<file path="src/include/rss_defines.svh">
/*
  Constants for the rotate, subtract and decrement-skip datapath:
  reset values of the accumulator and status flags, and the length of the
  dummy cycle. Assumes it is included by its bare name from the design files.
*/
`ifndef RSS_DEFINES_SVH
`define RSS_DEFINES_SVH

// Reset values of the accumulator and flags
`define RSS_ACC_RST      8'h00
`define RSS_FLAG_RST     1'b0

// Dummy cycles inserted after a taken skip
`define RSS_DUMMY_CYCLES 1

// Bit positions used by the flag logic
`define RSS_MSB          7
`define RSS_NIB_MSB      3

`endif

</file>
<file path="src/include/rss_pkg.sv">
/*
  Types shared by the datapath: the operation code driven by the decoder
  and the sequencing states. Assumes the decoder uses these same codes.
*/
package rss_pkg;

  // Operation requested by the decoder
  typedef enum logic [2:0] {
    RSS_OP_LOAD,
    RSS_OP_ROT_ACC,
    RSS_OP_SUB_MEM,
    RSS_OP_SUB_IMM,
    RSS_OP_SUB_TO_MEM,
    RSS_OP_DEC_SKIP,
    RSS_OP_DEC_ACC_SKIP
  } rss_op_type;

  // Sequencing: normal issue or inserted dummy cycle
  typedef enum logic {
    RSS_ST_RUN,
    RSS_ST_DUMMY
  } rss_state_type;

endpackage

</file>
<file path="src/design/rss_datapath.sv">
/*
  Datapath for rotate right through carry into the accumulator, subtract
  with borrow (three forms) and decrement with skip on zero (two forms).
  Holds the accumulator and status flags. Assumes the decoder presents one
  operation per cycle with the addressed memory byte already read, and that
  the sequencer honours the skip and dummy outputs.
*/
`timescale 1ns/1ps
`include "rss_defines.svh"

// Function
// - Rotate right through carry: memory byte bits shift down into acc, old carry to bit 7.
// - The rotate writes only the accumulator and carry; memory untouched.
// - Subtract with borrow from memory: acc minus byte minus inverted carry.
// - Immediate form subtracts the immediate byte and inverted carry.
// - After subtraction carry is 0 when negative, 1 when zero or positive.
// - Every subtraction updates wrap, zero, aux, carry, signed and chained zero.
// - Subtract-to-memory writes the difference to memory, not the accumulator.
// - Decrement memory byte, write it back, skip next instruction when zero.
// - A taken skip inserts one dummy cycle while the next is fetched.
// - Decrement-to-acc puts byte minus one in acc, memory kept, skip on zero.
// - When the decremented result is nonzero no skip happens.
module rss_datapath (
  input  wire logic              i_ref_clk,
  input  wire logic              i_rst_b,
  input  wire logic              i_valid,
  input  wire rss_pkg::rss_op_type i_op,
  input  wire logic        [7:0] i_mem_data,
  input  wire logic        [7:0] i_imm,
  output logic             [7:0] o_acc,
  output logic                   o_carry,
  output logic                   o_zero,
  output logic                   o_aux,
  output logic                   o_wrap,
  output logic                   o_sgn,
  output logic                   o_czero,
  output logic                   o_mem_we,
  output logic             [7:0] o_mem_wdata,
  output logic                   o_skip,
  output logic                   o_dummy,
  output logic                   o_done
);
  import rss_pkg::*;

  // Decrement is shared by both skip forms
  function automatic logic [7:0] dec8(input logic [7:0] v);
    dec8 = v - 8'h01;
  endfunction

  rss_state_type state;
  rss_state_type next_state;
  logic [7:0]    acc;
  logic [7:0]    next_acc;
  logic          carry, zero, aux, wrap, sgn, czero;
  logic          next_carry, next_zero, next_aux, next_wrap, next_sgn, next_czero;
  logic          mem_we, next_mem_we;
  logic [7:0]    mem_wdata, next_mem_wdata;
  logic          skip, next_skip;
  logic          dummy, next_dummy;
  logic          done, next_done;
  logic          take;
  logic [7:0]    sub_rhs;
  logic [7:0]    sub_diff;
  logic          sub_carry, sub_aux, sub_wrap, sub_zero;
  logic [7:0]    dec_val;

  // Immediate form swaps in the instruction byte
  assign sub_rhs = (i_op == RSS_OP_SUB_IMM) ? i_imm : i_mem_data;
  assign dec_val = dec8(i_mem_data);
  // Requests arriving during the dummy cycle are ignored
  assign take    = i_valid && (state == RSS_ST_RUN);

  rss_sub8 u_sub (
    .i_min   (acc),
    .i_sub   (sub_rhs),
    .i_carry (carry),
    .o_diff  (sub_diff),
    .o_carry (sub_carry),
    .o_aux   (sub_aux),
    .o_wrap  (sub_wrap),
    .o_zero  (sub_zero)
  );

  // Next state of accumulator, flags, memory write and sequencing
  always_comb begin
    next_state     = RSS_ST_RUN;
    next_acc       = acc;
    next_carry     = carry;
    next_zero      = zero;
    next_aux       = aux;
    next_wrap      = wrap;
    next_sgn       = sgn;
    next_czero     = czero;
    next_mem_we    = 1'b0;
    next_mem_wdata = mem_wdata;
    next_skip      = 1'b0;
    next_dummy     = (state == RSS_ST_DUMMY);
    next_done      = 1'b0;
    if (take) begin
      next_done = 1'b1;
      unique case (i_op)
        RSS_OP_LOAD: begin
          next_acc   = i_mem_data;
          next_carry = i_imm[0];
        end
        RSS_OP_ROT_ACC: begin
          next_acc   = {carry, i_mem_data[7:1]};
          next_carry = i_mem_data[0];
        end
        RSS_OP_SUB_MEM, RSS_OP_SUB_IMM, RSS_OP_SUB_TO_MEM: begin
          // All three forms share one flag update
          next_carry = sub_carry;
          next_zero  = sub_zero;
          next_aux   = sub_aux;
          next_wrap  = sub_wrap;
          next_sgn   = sub_wrap ^ sub_diff[`RSS_MSB];
          next_czero = sub_zero & zero;
          if (i_op == RSS_OP_SUB_TO_MEM) begin
            next_mem_we    = 1'b1;
            next_mem_wdata = sub_diff;
          end else begin
            next_acc = sub_diff;
          end
        end
        RSS_OP_DEC_SKIP: begin
          next_mem_we    = 1'b1;
          next_mem_wdata = dec_val;
          next_skip      = (dec_val == 8'h00);
        end
        RSS_OP_DEC_ACC_SKIP: begin
          next_acc  = dec_val;
          next_skip = (dec_val == 8'h00);
        end
        default: next_done = 1'b0;
      endcase
      // Fetch of the skipped slot is covered by one dummy cycle
      if (next_skip) begin
        next_state = RSS_ST_DUMMY;
      end
    end
  end

  // Register stage; every output comes straight from here
  always_ff @(posedge i_ref_clk or negedge i_rst_b) begin
    if (!i_rst_b) begin
      state     <= RSS_ST_RUN;
      acc       <= `RSS_ACC_RST;
      carry     <= `RSS_FLAG_RST;
      zero      <= `RSS_FLAG_RST;
      aux       <= `RSS_FLAG_RST;
      wrap      <= `RSS_FLAG_RST;
      sgn       <= `RSS_FLAG_RST;
      czero     <= `RSS_FLAG_RST;
      mem_we    <= 1'b0;
      mem_wdata <= 8'h00;
      skip      <= 1'b0;
      dummy     <= 1'b0;
      done      <= 1'b0;
    end else begin
      state     <= next_state;
      acc       <= next_acc;
      carry     <= next_carry;
      zero      <= next_zero;
      aux       <= next_aux;
      wrap      <= next_wrap;
      sgn       <= next_sgn;
      czero     <= next_czero;
      mem_we    <= next_mem_we;
      mem_wdata <= next_mem_wdata;
      skip      <= next_skip;
      dummy     <= next_dummy;
      done      <= next_done;
    end
  end

  assign o_acc       = acc;
  assign o_carry     = carry;
  assign o_zero      = zero;
  assign o_aux       = aux;
  assign o_wrap      = wrap;
  assign o_sgn       = sgn;
  assign o_czero     = czero;
  assign o_mem_we    = mem_we;
  assign o_mem_wdata = mem_wdata;
  assign o_skip      = skip;
  assign o_dummy     = dummy;
  assign o_done      = done;
endmodule // rss_datapath

</file>
<file path="src/design/rss_sub8.sv">
/*
  Eight-bit subtract with borrow and its flag terms, purely combinational.
  Assumes the caller registers the results; carry in is an inverted borrow.
*/
`timescale 1ns/1ps
`include "rss_defines.svh"

module rss_sub8 (
  input  wire logic [7:0] i_min,
  input  wire logic [7:0] i_sub,
  input  wire logic       i_carry,
  output logic      [7:0] o_diff,
  output logic            o_carry,
  output logic            o_aux,
  output logic            o_wrap,
  output logic            o_zero
);

  logic [8:0] wide;
  logic [4:0] low;
  logic       borrow_in;

  // Borrow is the complement of carry, so carry stays an inverted borrow
  always_comb begin
    borrow_in = ~i_carry;
    wide      = {1'b0, i_min} - {1'b0, i_sub} - {8'h00, borrow_in};
    low       = {1'b0, i_min[`RSS_NIB_MSB:0]} - {1'b0, i_sub[`RSS_NIB_MSB:0]}
                - {4'h0, borrow_in};
    o_diff    = wide[7:0];
    o_carry   = ~wide[8];
    o_aux     = ~low[4];
    o_wrap    = (i_min[`RSS_MSB] != i_sub[`RSS_MSB])
                && (wide[`RSS_MSB] != i_min[`RSS_MSB]);
    o_zero    = (wide[7:0] == 8'h00);
  end

endmodule // rss_sub8

</file>
<file path="config.mk">
export PLATFORM = sky130hd
export DESIGN_NAME = rss_datapath
export DESIGN_NICKNAME = d
export VERILOG_FILES = /design/src/include/rss_pkg.sv /design/src/design/rss_datapath.sv /design/src/design/rss_sub8.sv
export VERILOG_INCLUDE_DIRS = /design/src /design/src/include
export SDC_FILE = /design/constraint.sdc
export NUM_CORES = 1
export LEC_CHECK = 0
export BUFFER_PORTS_ARGS = -buffer_cell sky130_fd_sc_hd__buf_2
export CORE_MARGIN = 2
export CORE_UTILIZATION = 35
export DETAILED_ROUTE_END_ITERATION = 7
export HOLD_SLACK_MARGIN = 0.08
export PLACE_DENSITY = 0.58
export RECOVER_POWER = 100
export SLEW_MARGIN = 20
export SYNTH_ARGS = -nofsm -noshare
export SYNTH_HDL_FRONTEND = slang
export SYNTH_SLANG_ARGS = --single-unit
</file>
<file path="constraint.sdc">
create_clock -name i_ref_clk -period 3.4 [get_ports i_ref_clk]
set_clock_uncertainty 0.1 [all_clocks]
set_input_delay 0.68 -clock i_ref_clk [delete_from_list [all_inputs] [get_ports i_ref_clk]]
set_output_delay 0.68 -clock i_ref_clk [all_outputs]
set_load 0.05 [all_outputs]
</file>
==> summary.md <==
| Metric | Value |
|---|---|
| Number of DRC markers in iteration 0 | 294 |
| Global Route Usage Sum | 0.2019 |
| Final clock period utilization by the worst path | 1.040 |
| Mapped Cells | 266 |
| Post-Route WL | 6.453 mm |
| Layout area overhead | 38.51% |
| Async SR Flop Fraction | 1.000 |
| CP delay by family, top | simple AND/OR/NAND/NOR gates |
| WHS Path Cells | 0 |
| Vias in the first global route | 2,111 |
| Status | complete, but fails checks |
| CTS tree | yes |
| First-pass GRT wire length | 10.46 mm |
| Port bufs | 47 |
| Critical R2R Launch | o_acc[0]$_DFFE_PN0P_ |
| Synthesized area | 2167 um^2 |
| Fin Setup TNS | -0.4927 ns |
| Slowest Stage Delay on Critical Path | 0.56 ns |
| CTS Buffer Depth | 2 |
| Mean post-synth cell area | 8.147 um^2 |
| Synth Net Count | 306 |
| Critical path data required time | 3.52 ns |
| Compound-Gate Fraction of Synth Area | 0.2298 |
| Crit path depth | 13 |
| Setup WS pre-CTS | -0.4888 ns |
| TritonRoute pass-1 iters | 6 |
| Worst path most repeated cell | or3_1 |
| Final hold vios | 0 |
| Worst skew pair latency | 0.29 ns |
| Ant. Diodes | 0 |
| Gr ovfl total | 0 |
| Hold WS | 0.3279 ns |
| Critical Path End | o_zero$_DFFE_PN0P_ |
| # nets final | 388 |
| Post-Synth XOR/XNOR Area | 0.06062 |
| CP bufs+invs | 3 |
| Power per cell area | 824.5 nW/um^2 |
| Initial antenna violation count | 0 |
| Actual slew at the worst max-slew pin | 1.463 ns |
| Peak fanout along the critical path | 8 |
| Most common cell in the netlist | nand2_1 |
| Core area | 5956 um^2 |
| VDD IR max | 0.5566 mV |
| Simple-gate share of the synthesized area | 0.1634 |
| FF-to-FF setup slack | 0.53 ns |
| Register area share after synthesis | 0.3002 |
| Final setup fails | 6 |
| Via count | 2,197 |
| Top cells by count, synth | nand2_1, a21oi_1, dfrtp_1, inv_1, o21ai_0 |
| H-Tree Depth | 1 |
| Top FF cell, synth | dfrtp_1 |
| CP Class | in2reg |
| Final max-slew violation count | 0 |
| Filler cells | 602 |
| CTS root buffer | clkbuf_8 |
| Largest net degree at the start of global routing | 33 |
| Num CTS Buffers | 3 |
| Multiplexer share of the synthesized area | 0.06178 |
| Area of the multi-input gates | 1536 um^2 |
| Max-cap violations | 0 |
| RSZ-0062 raised after global routing | true |
| Number of enable flip-flop cells after synthesis | 0 |
| Highest Clock Rate | 0.2829 GHz |
| Die width | 82.69 um |
| IO Pins | 48 |
| Worst Reg-to-Reg Cells | 7 |
| GP Congestion | 0.9092 |
| Per-cell routed wire length | 15.29 um |
| Adder-Cell Fraction of Synth Area | 0.1109 |
| Startpoint Class | input pin |
| Flops & latches, synth | 26 |
| Min Clock Period, post-route | 3.535 ns |
| Worst path cell trace | buf_8 > inv_4 > or3_1 > buf_6 > nor2_4 > a21oi_2 > fa_2 > ha_4 > xor2_2 > or3_1 > or4_4 > or3_4 > o21ai_1 |
| Clock slew at reported path FFs | 0.10 ns |
| Crit. Startpoint | i_op[0] |
| Leakage | 1.367 nW |
| Via density | 5.206 |
| Die area | 6837 um^2 |
| Crit-path slowest cell | fa_2 |
| Initial Utilization | 0.3639 |
| Relative slew slack | 0.02477 |
| Failing checks | negative setup slack |
| Top post-synthesis cells by area | dfrtp_1, ha_1, a21oi_1, nand2_1, inv_1 |
| HP Class | reg2reg |
| HPWL Detailed | 4.878 mm |
| Routed Antenna Nets | 0 |
| Synth top area share | 0.3002 |
| Die Y | 82.69 um |
| Largest area contributor in the netlist | dfrtp_1 |
| Std-Cell Rows | 28 |
| Share of layout cells above drive strength 1 | 0.3112 |
| Drt drc | 0 |
| Placed Instances | 413 |
| Area taken by flip-flops and latches | 650.6 um^2 |
| Netlist cell types | 50 |
| Yosys Warn Count | 0 |
| Final Non-Filler Cells | 422 |
| Largest family of logic cells by synthesized area | compound AO/OA/AOI/OAI gates |
| Final WS setup | -0.1345 ns |
| Clock tree sinks | 26 |
| Setup crit end kind | flop |
| Reg2reg end | o_zero$_DFFE_PN0P_ |
| CP Data Arrival Time | 3.66 ns |
[how the worst min path moves through the flow]
stage                     startpoint                   end
finish              o_skip$_DFF_PN0_     o_dummy$_DFF_PN0_
global placement    o_skip$_DFF_PN0_     o_dummy$_DFF_PN0_
detailed placement  o_skip$_DFF_PN0_     o_dummy$_DFF_PN0_
global route        o_skip$_DFF_PN0_     o_dummy$_DFF_PN0_
CTS                          i_rst_b  o_acc[0]$_DFFE_PN0P_
floorplan                    i_rst_b  o_acc[0]$_DFFE_PN0P_
[sequential cells by signal, indices dropped and copies added (netlist names)]
register and cells:
o_dummy 1, o_done 1, o_mem_wdata 8, o_carry 1, o_mem_we 1, o_acc 8, o_wrap 1, o_sgn 1
o_aux 1, o_zero 1, o_czero 1, o_skip 1
[through the flow]
step / power (mW) / util / instance area [um^2]
after floorplan: 1.507 / - / 2256
after global placement: 2.103 / 0.4706 / 2803
after detailed placement: 2.121 / 0.4706 / 2803
after CTS: 2.427 / 0.4931 / 2937
after global routing: 2.668 / 0.5040 / 3002
final: 2.475 / 0.5040 / 3002
[worst reg2reg max path, delay by kind of cell, from the launching register on]
family,cells,cell delay [ns]
and+or+nand+nor,3,1.23
DFF,1,0.43
AOI/OAI and AO/OA,1,0.13
xor gates and xnor gates,1,0.16
adders and majority gates,2,0.78
[where the power goes]
group	leakage, nW	switching, mW	internal (mW)	total [mW]
combinational	1.01	1.00	0.736	1.74
sequential	0.322	0.0676	0.403	0.470
clock	0.0357	0.110	0.158	0.267
[routing by layer]
layer | GRT usage | wire length (um)
met3 | 0.02283 | 386
met2 | 0.3371 | 3013
met5 | 0 | 0
met4 | 0.02787 | 77
met1 | 0.2869 | 2976
[cells in the final DEF, fill, tap and decap left out, types with 3 or more instances in the layout]
master    count
buf_4        42
nand2_1      28
a21oi_1      27
clkbuf_1     27
dfrtp_1      26
inv_1        22
buf_2        19
o21ai_0      17
nor2_1       14
ha_1         10
xnor2_1       7
ha_4          6
mux2_2        5
xor2_1        5
nand3_1       5
o21ai_1       5
o22ai_1       4
inv_2         3
or3_1         3
mux2_4        3
mux2i_1       3
nand2b_1      3
nor3_1        3
nor4_1        3
o21a_1        3
clkbuf_8      3
[final cells by class]
cell class	count	area share
tap	75	0.03126
clock buffer	3	0.01376
sequential	26	0.2168
inverter	26	0.03335
multi-input combinational	200	0.5119
clock inverter	1	0.01000
timing repair buffer	91	0.1830
[kinds of logic after synthesis]
family	Yosys count
XOR/XNOR	15
buffers and inverters	40
flip-flops	26
AO/OA/AOI/OAI	81
multiplexers	12
adder cells (fa/ha/maj)	18
AND/OR/NAND/NOR	74
[repair_timing]
| item | 4_1_cts | 5_1_grt |
|---|---|---|
| resized for setup | 7 | 18 |
| pin swaps | 2 | 16 |
| hold buffers | 0 | 0 |
| setup buffers | 3 | 3 |
| setup endpoints to repair | 6 | 11 |
Power figures use the tool's default switching activity.
